--- config.mk ---
export PLATFORM = sky130hd
export DESIGN_NAME = kpsc_top
export DESIGN_NICKNAME = d
export VERILOG_FILES = /design/src/hw/kpsc_pkg.sv /design/src/hw/kpsc_report_if.sv /design/src/hw/kpsc_report_hold.sv /design/src/hw/kpsc_sync.sv /design/src/hw/kpsc_top.sv
export SDC_FILE = /design/constraint.sdc
export NUM_CORES = 2
export LEC_CHECK = 0
export BUFFER_PORTS_ARGS = -buffer_cell sky130_fd_sc_hd__buf_4
export CAP_MARGIN = 20
export CORE_MARGIN = 2
export CORE_UTILIZATION = 50
export DETAILED_ROUTE_END_ITERATION = 8
export PLACE_DENSITY_LB_ADDON = 0.12
export SKIP_CTS_REPAIR_TIMING = 1
export SYNTH_ARGS = -nofsm -noshare
export SYNTH_HDL_FRONTEND = slang
export SYNTH_SLANG_ARGS = --single-unit
--- constraint.sdc ---
create_clock -name clk -period 173.4 [get_ports clk]
set_input_delay 8.67 -clock clk [delete_from_list [all_inputs] [get_ports clk]]
set_output_delay 8.67 -clock clk [all_outputs]
set_load 0.01 [all_outputs]
--- src/hw/kpsc_pkg.sv ---
package kpsc_pkg;

  // register offsets as seen by the serial register engine
  localparam logic [7:0] KPSC_CTRL_HIGH_ADDR = 8'h63;
  localparam logic [7:0] KPSC_CTRL_LOW_ADDR  = 8'h64;
  localparam logic [7:0] KPSC_REPORT0_ADDR   = 8'h68;
  localparam logic [7:0] KPSC_REPORT1_ADDR   = 8'h69;
  localparam logic [7:0] KPSC_REPORT2_ADDR   = 8'h6A;
  localparam logic [7:0] KPSC_SF_ADDR        = 8'h6B;
  localparam logic [7:0] KPSC_DED_ADDR       = 8'h6C;

  // reset values
  localparam logic [7:0] KPSC_CTRL_RST   = 8'h00;
  localparam logic [7:0] KPSC_REPORT_RST = 8'hF8;
  localparam logic [7:0] KPSC_SF_RST     = 8'hFF;
  localparam logic [3:0] KPSC_DED_RST    = 4'hF;

  // field positions
  localparam int KPSC_SCAN_BIT     = 0;
  localparam int KPSC_DEB_LSB      = 1;
  localparam int KPSC_DEB_MSB      = 7;
  localparam int KPSC_SCNT_LSB     = 4;
  localparam int KPSC_SCNT_MSB     = 7;
  localparam int KPSC_DKEY_MSB     = 3;
  localparam logic [3:0] KPSC_NO_KEY_ROW = 4'hF;

  // timing: debounce step is one millisecond at the 5 ns clock
  localparam int KPSC_CLK_PERIOD_NS    = 5;
  localparam int KPSC_DEB_STEP_MS      = 1;
  localparam int KPSC_DEB_STEP_CYC     = KPSC_DEB_STEP_MS * 1000000 / KPSC_CLK_PERIOD_NS;
  localparam int KPSC_ROW_SETTLE_CYC   = 16;
  localparam logic [3:0] KPSC_SF_PHASE = 4'h8;

  // scan sequencer states, gray along idle -> drive -> sample
  typedef enum logic [1:0] {
    KPSC_IDLE   = 2'b00,
    KPSC_DRIVE  = 2'b01,
    KPSC_SAMPLE = 2'b11
  } kpsc_scan_e;

  // report byte: released flag on top, then row, then column
  function automatic logic [7:0] kpsc_make_report(input logic       key_down,
                                                  input logic [3:0] row,
                                                  input logic [2:0] col);
    return {~key_down, row, col};
  endfunction

endpackage

--- src/hw/kpsc_report_if.sv ---
`timescale 1ns/1ps
interface kpsc_report_if;
  logic            load;       // new report set offered
  logic [2:0][7:0] slots;      // offered report bytes
  logic            has_press;  // offered set holds a key-down
  logic            consume;    // host has read the set
  logic            busy;       // held set still unread
  logic [2:0][7:0] shown;      // bytes the host reads
  logic            irq;        // unread key-down pending

  modport producer (output load, slots, has_press, consume,
                    input  busy, shown, irq);
  modport holder   (input  load, slots, has_press, consume,
                    output busy, shown, irq);
endinterface

--- src/hw/kpsc_report_hold.sv ---
`timescale 1ns/1ps
module kpsc_report_hold
  import kpsc_pkg::*;
(
  // clock and reset
  input  wire logic clk,
  input  wire logic sys_rst,
  // report handshake with the scanner
  kpsc_report_if.holder rif
);

  logic [2:0][7:0] shown, next_shown;   // bytes visible to the host
  logic            pending, next_pending; // set not yet read
  logic            press, next_press;   // unread key-down in the set

  // a load in the same cycle as the read wins, so no event is lost
  always_comb
  begin
    next_shown   = shown;
    next_pending = pending;
    next_press   = press;
    if (rif.consume)
    begin
      next_pending = 1'b0;
      next_press   = 1'b0;
    end
    if (rif.load)
    begin
      next_shown   = rif.slots;
      next_pending = 1'b1;
      next_press   = rif.has_press;
    end
  end

  // registers only
  always_ff @(posedge clk)
  begin
    if (sys_rst)
    begin
      shown   <= {3{KPSC_REPORT_RST}};
      pending <= 1'b0;
      press   <= 1'b0;
    end
    else
    begin
      shown   <= next_shown;
      pending <= next_pending;
      press   <= next_press;
    end
  end

  assign rif.shown = shown;
  assign rif.busy  = pending;
  assign rif.irq   = press;

  press_irq_a: assert property (@(posedge clk) disable iff (sys_rst)
    rif.load && rif.has_press |=> rif.irq ##1 (rif.irq || $past(rif.consume)))
    else $error("interrupt not raised for unread key press");

  read_clears_a: assert property (@(posedge clk) disable iff (sys_rst)
    rif.consume && !rif.load |=> !rif.irq && !rif.busy)
    else $error("interrupt still set after report read");

endmodule

--- src/hw/kpsc_sync.sv ---
`timescale 1ns/1ps
module kpsc_sync
  import kpsc_pkg::*;
#(
  parameter int         W   = 8,
  parameter logic [7:0] RST = 8'hFF
)(
  // clock and reset
  input  wire logic         clk,
  input  wire logic         sys_rst,
  // pins and synchronised copy
  input  wire logic [W-1:0] async_in,
  output logic      [W-1:0] sync_out
);

  logic [W-1:0] meta;  // first stage, read only by the second

  // two-stage synchroniser, idles at released level
  always_ff @(posedge clk)
  begin
    if (sys_rst)
    begin
      meta     <= RST[W-1:0];
      sync_out <= RST[W-1:0];
    end
    else
    begin
      meta     <= async_in;
      sync_out <= meta;
    end
  end

endmodule

--- src/hw/kpsc_top.sv ---
// Functional notes
// - debounce time from control low bits 7:1
// - control low bit 0 starts/stops scanning
// - report byte: status, row, column fields
// - first report at 0x68, empty 0xF8
// - second report at 0x69, same layout
// - third report at 0x6A, same layout
// - dedicated keys in 0x6C bits 3:0
// - interrupt held while key press unread
// - results wait programmed scan count 0..15
// - dedicated enable turns column into key
`timescale 1ns/1ps
module kpsc_top
  import kpsc_pkg::*;
#(
  parameter int DEB_STEP_CYC   = KPSC_DEB_STEP_CYC,
  parameter int ROW_SETTLE_CYC = KPSC_ROW_SETTLE_CYC
)(
  // clock and reset
  input  wire logic       clk,
  input  wire logic       sys_rst,
  // register access from the serial engine
  input  wire logic [7:0] reg_addr,
  input  wire logic       reg_wr,
  input  wire logic       reg_rd,
  input  wire logic [7:0] reg_wdata,
  output logic      [7:0] reg_rdata,
  // enables owned by other blocks
  input  wire logic       keypad_clock_enable,
  input  wire logic [7:0] row_enable,
  input  wire logic [7:0] col_enable,
  // keypad pins
  input  wire logic [7:0] col_in_n,
  output logic      [7:0] row_drive_n,
  // interrupt
  output logic            key_irq
);

  // row drive pattern for a scan phase; the spare phase drives none
  function automatic logic [7:0] row_select(input logic [3:0] ph, input logic [7:0] en);
    logic [7:0] sel;
    sel = 8'h00;
    if (ph != KPSC_SF_PHASE)
      sel = en & (8'h01 << ph[2:0]);
    return ~sel;
  endfunction

  kpsc_report_if rif ();

  logic [7:0]  ctrl_low, next_ctrl_low;     // debounce and scan bit
  logic [7:0]  ctrl_high, next_ctrl_high;   // scan count and dedicated enables
  logic [7:0]  next_rdata;                  // read data to register
  logic [7:0]  col_sync;                    // synchronised columns, low = contact
  kpsc_scan_e  scan_state, next_scan_state; // scan sequencer
  logic [3:0]  phase, next_phase;           // row phase 0..7, 8 = no row
  logic [15:0] settle, next_settle;         // settle counter per phase
  logic [7:0]  next_row_drive_n;            // row pins next value
  logic [63:0] acc_m, next_acc_m;           // matrix under collection
  logic        snap_done;                   // one full pass finished
  logic [63:0] snap_m;                      // matrix of the finished pass
  logic [7:0]  hits;                        // usable columns in contact
  logic [63:0] cand_m, next_cand_m;         // candidate matrix state
  logic [7:0]  cand_sf, next_cand_sf;       // candidate special keys
  logic [3:0]  cand_ded, next_cand_ded;     // candidate dedicated keys
  logic [31:0] ms_cnt, next_ms_cnt;         // cycles within a millisecond
  logic [6:0]  ms_el, next_ms_el;           // stable milliseconds
  logic [3:0]  scans, next_scans;           // stable scan passes
  logic        confirmed;                   // candidate is a confirmed result
  logic [63:0] reported, next_reported;     // keys reported as down
  logic [63:0] tmp_reported;                // reported view after this set
  logic [7:0]  sf_byte, next_sf_byte;       // special key byte, 1 = up
  logic [3:0]  ded_byte, next_ded_byte;     // dedicated key bits, 1 = up
  logic        scan_on;                     // scanning allowed
  logic [3:0]  ded_en;                      // columns used as dedicated keys

  assign scan_on = ctrl_low[KPSC_SCAN_BIT] & keypad_clock_enable;
  assign ded_en  = ctrl_high[KPSC_DKEY_MSB:0];

  kpsc_sync #(
    .W   (8),
    .RST (8'hFF)
  ) u_col_sync (
    .clk      (clk),
    .sys_rst  (sys_rst),
    .async_in (col_in_n),
    .sync_out (col_sync)
  );

  kpsc_report_hold u_hold (
    .clk     (clk),
    .sys_rst (sys_rst),
    .rif     (rif)
  );

  // dedicated columns leave the matrix
  assign hits = ~col_sync & col_enable & ~{4'h0, ded_en};

  // scan sequencer: drive a row, let it settle, sample the columns
  always_comb
  begin
    next_scan_state  = scan_state;
    next_phase       = phase;
    next_settle      = settle;
    next_acc_m       = acc_m;
    next_row_drive_n = 8'hFF;
    snap_done        = 1'b0;
    snap_m           = acc_m & ~{8{hits}};
    if (!scan_on)
    begin
      // stopping releases every row at once
      next_scan_state = KPSC_IDLE;
      next_phase      = 4'h0;
      next_settle     = 16'h0000;
    end
    else
    begin
      unique case (scan_state)
        KPSC_IDLE:
        begin
          next_scan_state = KPSC_DRIVE;
        end
        KPSC_DRIVE:
        begin
          next_row_drive_n = row_select(phase, row_enable);
          if (settle == 16'(ROW_SETTLE_CYC - 1))
          begin
            next_settle     = 16'h0000;
            next_scan_state = KPSC_SAMPLE;
          end
          else
            next_settle = settle + 16'h0001;
        end
        KPSC_SAMPLE:
        begin
          next_row_drive_n = row_select(phase, row_enable);
          next_scan_state  = KPSC_DRIVE;
          if (phase == KPSC_SF_PHASE)
          begin
            // a special key on a column hides matrix keys on it
            snap_done  = 1'b1;
            next_phase = 4'h0;
          end
          else
          begin
            next_acc_m[{phase[2:0], 3'b000} +: 8] = hits & {8{row_enable[phase[2:0]]}};
            next_phase = phase + 4'h1;
          end
        end
      endcase
    end
  end

  // debounce: a pass equal to the candidate extends its stable time
  always_comb
  begin
    next_cand_m   = cand_m;
    next_cand_sf  = cand_sf;
    next_cand_ded = cand_ded;
    next_ms_el    = ms_el;
    next_scans    = scans;
    if (ms_cnt == 32'(DEB_STEP_CYC - 1))
    begin
      next_ms_cnt = 32'h0000_0000;
      if (ms_el != 7'h7F)
        next_ms_el = ms_el + 7'h01;
    end
    else
      next_ms_cnt = ms_cnt + 32'h0000_0001;
    if (snap_done)
    begin
      if ({snap_m, hits, ~col_sync[3:0] & ded_en} != {cand_m, cand_sf, cand_ded})
      begin
        // any change restarts both the time and the pass count
        next_cand_m   = snap_m;
        next_cand_sf  = hits;
        next_cand_ded = ~col_sync[3:0] & ded_en;
        next_ms_cnt   = 32'h0000_0000;
        next_ms_el    = 7'h00;
        next_scans    = 4'h0;
      end
      else if (scans != 4'hF)
        next_scans = scans + 4'h1;
    end
  end

  assign confirmed = (ms_el >= ctrl_low[KPSC_DEB_MSB:KPSC_DEB_LSB]) &&
                     (scans >= ctrl_high[KPSC_SCNT_MSB:KPSC_SCNT_LSB]);

  // report builder: first three changes in row-major order form a set
  always_comb
  begin
    int n;
    int presses;
    n            = 0;
    presses      = $countones(reported);
    tmp_reported = reported;
    rif.slots    = {3{KPSC_REPORT_RST}};
    rif.has_press = 1'b0;
    if (confirmed)
    begin
      for (int k = 0; k < 64; k++)
      begin
        // at most three keys are reported as down at once
        if (n < 3 && cand_m[k] != reported[k] && !(cand_m[k] && presses >= 3))
        begin
          rif.slots[n] = kpsc_make_report(cand_m[k], {1'b0, 3'(k / 8)}, 3'(k));
          tmp_reported[k] = cand_m[k];
          if (cand_m[k])
          begin
            presses       = presses + 1;
            rif.has_press = 1'b1;
          end
          n = n + 1;
        end
      end
    end
    // a set is only offered once the previous one was read
    rif.load      = confirmed && (n != 0) && !rif.busy;
    next_reported = rif.load ? tmp_reported : reported;
    next_sf_byte  = confirmed ? ~cand_sf : sf_byte;
    next_ded_byte = confirmed ? ~cand_ded : ded_byte;
  end

  // register file: writes, read mux, read of the last report byte consumes
  always_comb
  begin
    next_ctrl_low  = ctrl_low;
    next_ctrl_high = ctrl_high;
    next_rdata     = reg_rdata;
    rif.consume    = reg_rd && (reg_addr == KPSC_REPORT2_ADDR);
    if (reg_wr && reg_addr == KPSC_CTRL_LOW_ADDR)
      next_ctrl_low = reg_wdata;
    if (reg_wr && reg_addr == KPSC_CTRL_HIGH_ADDR)
      next_ctrl_high = reg_wdata;
    if (reg_rd)
    begin
      unique case (reg_addr)
        KPSC_CTRL_HIGH_ADDR: next_rdata = ctrl_high;
        KPSC_CTRL_LOW_ADDR:  next_rdata = ctrl_low;
        KPSC_REPORT0_ADDR:   next_rdata = rif.shown[0];
        KPSC_REPORT1_ADDR:   next_rdata = rif.shown[1];
        KPSC_REPORT2_ADDR:   next_rdata = rif.shown[2];
        KPSC_SF_ADDR:        next_rdata = sf_byte;
        KPSC_DED_ADDR:       next_rdata = {4'h0, ded_byte};
        default:             next_rdata = 8'h00;             // unmapped reads zero
      endcase
    end
  end

  // all state registers
  always_ff @(posedge clk)
  begin
    if (sys_rst)
    begin
      ctrl_low    <= KPSC_CTRL_RST;
      ctrl_high   <= KPSC_CTRL_RST;
      reg_rdata   <= 8'h00;
      scan_state  <= KPSC_IDLE;
      phase       <= 4'h0;
      settle      <= 16'h0000;
      row_drive_n <= 8'hFF;
      acc_m       <= 64'h0;
      cand_m      <= 64'h0;
      cand_sf     <= 8'h00;
      cand_ded    <= 4'h0;
      ms_cnt      <= 32'h0000_0000;
      ms_el       <= 7'h00;
      scans       <= 4'h0;
      reported    <= 64'h0;
      sf_byte     <= KPSC_SF_RST;
      ded_byte    <= KPSC_DED_RST;
      key_irq     <= 1'b0;
    end
    else
    begin
      ctrl_low    <= next_ctrl_low;
      ctrl_high   <= next_ctrl_high;
      reg_rdata   <= next_rdata;
      scan_state  <= next_scan_state;
      phase       <= next_phase;
      settle      <= next_settle;
      row_drive_n <= next_row_drive_n;
      acc_m       <= next_acc_m;
      cand_m      <= next_cand_m;
      cand_sf     <= next_cand_sf;
      cand_ded    <= next_cand_ded;
      ms_cnt      <= next_ms_cnt;
      ms_el       <= next_ms_el;
      scans       <= next_scans;
      reported    <= next_reported;
      sf_byte     <= next_sf_byte;
      ded_byte    <= next_ded_byte;
      key_irq     <= rif.irq;
    end
  end

  scan_stop_a: assert property (@(posedge clk) disable iff (sys_rst)
    !ctrl_low[KPSC_SCAN_BIT] |=> row_drive_n == 8'hFF)
    else $error("rows driven while scanning stopped");

  ctrl_write_a: assert property (@(posedge clk) disable iff (sys_rst)
    reg_wr && reg_addr == KPSC_CTRL_LOW_ADDR |=> ctrl_low == $past(reg_wdata))
    else $error("control low write lost");

  report_read_a: assert property (@(posedge clk) disable iff (sys_rst)
    reg_rd && reg_addr == KPSC_REPORT0_ADDR |=> reg_rdata == $past(rif.shown[0]))
    else $error("first report read wrong");

  reserved_zero_a: assert property (@(posedge clk) disable iff (sys_rst)
    reg_rd && reg_addr == KPSC_DED_ADDR |=> reg_rdata[7:4] == 4'h0)
    else $error("dedicated reserved bits not zero");

  scan_gate_a: assert property (@(posedge clk) disable iff (sys_rst)
    rif.load |-> scans >= ctrl_high[KPSC_SCNT_MSB:KPSC_SCNT_LSB])
    else $error("report loaded before scan count");

  debounce_gate_a: assert property (@(posedge clk) disable iff (sys_rst)
    rif.load |-> ms_el >= ctrl_low[KPSC_DEB_MSB:KPSC_DEB_LSB])
    else $error("report loaded before debounce time");

  ded_column_a: assert property (@(posedge clk) disable iff (sys_rst)
    rif.load && ctrl_high[0] |-> !(rif.slots[0][2:0] == 3'h0 &&
      rif.slots[0][6:3] != KPSC_NO_KEY_ROW))
    else $error("dedicated column reported as matrix key");

endmodule

==> impl_metrics.yaml <==
pwr:
  power_density_nw_per_um2: 8.91
  power_frac_comb: 0.468
  ir_drop_v: 0.00000853
  netSwitchingFraction: 0.427
  leakagePower_nw: 16.7
  power.net_switching_w: 0.000145
  sequentialPowerShare: 0.251
  internal_power_component_w: 0.000194
  share_clk_of_total_power: 0.282
yosys:
  postSynthAreaPerCell_um2: 7.44
  post_synth_inst_count: 4733
  ys_top_cells_by_count: "682 x nand2_1, 541 x nor2_1, 356 x dfxtp_1"
  share_of_synthesized_registers_carrying_an_async_set_or_reset: 0
  synth.yosys.warnings: 0
  synth_top_area_frac: 0.202
  synth_enable_flop_cells: 0
  mapped_area_um2: 35200
  ys_seq_elements: 356
  ys_top_cells_by_area: "dfxtp_1 20%, ha_1 12%, nand2_1 7.3%, nor2_1 5.8%, mux2i_1 4.8%"
  synth_fp_nets: 5173
  ys.flop_type: "dfxtp_1"
  synth_area_leader_cell: "dfxtp_1"
  synthMostInstantiatedCell: "nand2_1"
  synth-seq-area-share: 0.202
  post_synth_num_cell_types: 119
worst_setup_path:
  crit_path_max_fanout: 24
  cp_slowest_stage_delay_ns: 0.89
  timing.critical_path.arrival_ns: 106.12
  critPathKind: "reg2reg"
  critPathBufInv: 53
  cpMostUsedCell: "ha_1"
  rrSetupSlack_ns: 67.71
  cp_data_required_time_ns: 173.83
  worst_path_dominant_cell_family: "simple AND/OR/NAND/NOR gates"
  critical-path-slowest-cell: "nand2_1"
  startpoint: "reported[55]"
  critPathCaptureType: "register"
  critPathLaunchType: "register"
  worstReg2RegStart: "reported[55]"
run_status:
  outcome: "completed"
sta:
  final-setup-viol-count: 0
  finalHoldViolations: 0
  totalNegativeSetupSlack_ns: 0
  timing.final.crit_share: 0.609
  rsz_0062_raised_after_global_routing: "false"
  layout_min_cycle_time_ns: 105.69
  finClkSkew_ns: 0.0264
  max_freq_mhz: 9.46
  final-max-slew-violation-count: 0
  worst_pin_slew_ns: 1.12
  timing.slew.headroom: 0.249
final_layout:
  flow.area_growth_from_synthesis_pct: 7.94
  total_area_of_multi_input_combinational_cells_um2: 25900
  finish.instance_area_um2: 38000
  seqCellArea_um2: 7130
  layout-drive-gt1-share: 0.0776
  postLayoutCoreUtil: 0.544
  finish.net_count: 5120
  final.fill_count: 6855
global_routing:
  grt_pass1_vias: 31600
  grt_start_max_net_pins: 95
  grt_first_pass_wirelength_mm: 193
  grt.total_usage: 0.340
  antenna_violations_before_repair: 6
  grt.overflow.total: 0
routing:
  drt_drc_violations_left: 0
  routedWlPerCell_um: 22.5
  detailedRoute.firstIterationViolations: 3652
  vias_per_cell: 6.12
  vias: 34600
  drtPass1Iterations: 6
  ant_nets: 0
  postRouteWirelength_mm: 127
clock_tree:
  worst_setup_hold_path_clk_slew_ns: 0.06
  number_of_clock_sinks: 356
  cts.root.buffer_cell: "clkbuf_16"
  clock_tree.buffer_depth: 3
  cts-buffers-inserted: 43
  clock_latency_ns: 0.61
  htree_levels: 2
  tritoncts: "built"
floorplanning:
  die_y_um: 269
  die_width_um: 269
  dieArea_um2: 72600
  placement_rows: 97
  pin_count: 62
  starting_density_of_the_core: 0.504
  design.core.area_um2: 69900
placed_design:
  placement.io_buffers: 61
  dpl-instance-area_um2: 36500
  dpl.hpwl_mm: 99.5
  gp_congestion: 1.00
worst_hold_path:
  min_delay_worst_type: "reg2reg"
  min-delay-start: "u_col_sync.meta[7]"
flow_run:
  max-cap-violations: 0
[metrics by stage]
stage	power, W	cells	setup slack [ns]	hold WS [ns]
CTS	0.000337	5647	67.73	0.413
global route	0.000359	5654	58.58	0.421
global placement	0.000241	5566	69.39	0.393
finish	0.000339	5655	67.71	0.411
floorplan	0.000203	4733	78.74	0.389
detailed placement	0.000240	5568	68.25	0.398
[cells by family (layout without fill, tap and decap cells)]
logic type      after synthesis  in the layout  share of synthesized area
compound gates              967            967                      0.186
xor+xnor                    240            240                     0.0723
fa+ha+maj                   398            398                      0.153
buf+inv                     579            560                     0.0636
flops                       356            356                      0.202
mux                         196            196                     0.0597
other cells                   0              1                          0
simple gates               1997           1997                      0.264
[power groups by stage]
stage                     Sequential (W)  Clock [W]  Combinational (W)
after floorplan                0.0000863          0           0.000117
after global placement         0.0000867          0           0.000154
after detailed placement       0.0000867          0           0.000154
after CTS                      0.0000849  0.0000964           0.000155
after global routing           0.0000851  0.0000996           0.000175
final                          0.0000849  0.0000954           0.000158
[cell type report]
cell class / count / share of cell area
sequential: 356 / 0.187
timing repair buffer: 141 / 0.0275
tap: 940 / 0.0309
inverter: 340 / 0.0336
multi-input combinational: 3798 / 0.682
clock inverter: 19 / 0.00582
clock buffer: 60 / 0.0329
antenna: 1 / 0.0000658
[layout by cell type (no fill, tap or decap), types with 45 or more instances in the layout]
cell      Yosys  final
a21oi_1     256    256
a31oi_1      73     73
and2_1       45     45
buf_4         7    131
dfxtp_1     356    356
fa_1         55     55
ha_1        340    340
inv_1       335    335
mux2i_1     168    167
nand2_1     682    681
nand2b_1     52     52
nand3_1     181    180
nand4_1      56     56
nor2_1      541    538
nor3_1      145    145
nor4_1       61     60
o211ai_1     60     60
o21ai_0     160    160
xnor2_1     144    144
xor2_1       56     56
[flip-flops by register name (all words and copies together), names as in the netlist]
| register | count |
|---|---|
| ctrl_high | 8 |
| ms_cnt | 32 |
| cand_ded | 4 |
| reported | 64 |
| row_drive_n | 8 |
| u_col_sync.sync_out | 8 |
| sf_byte | 8 |
| acc_m | 64 |
| cand_m | 64 |
| u_hold.rif.shown | 24 |
| ded_byte | 4 |
| settle | 16 |
| ctrl_low | 8 |
| key_irq | 1 |
| phase | 4 |
| u_hold.rif.irq | 1 |
| scan_state | 2 |
| scans | 4 |
| u_hold.rif.busy | 1 |
| cand_sf | 8 |
| reg_rdata | 8 |
| u_col_sync.meta | 8 |
| ms_el | 7 |
[routing by layer]
layer / GRT usage / part of all wire / routed length [um]
met4: 0.123 / 0.040 / 5070
met3: 0.0594 / 0.090 / 11400
met2: 0.512 / 0.42 / 53700
met5: 0 / 0.00023 / 29
met1: 0.486 / 0.45 / 57200
[path summary, 6_finish.rpt]
check	cells after the start	endpoint
max	430	u_hold.rif.shown[20]
min	1	u_col_sync.sync_out[7]
max reg2reg	430	u_hold.rif.shown[20]
min reg2reg	1	u_col_sync.sync_out[7]
Power figures use the tool's default switching activity.
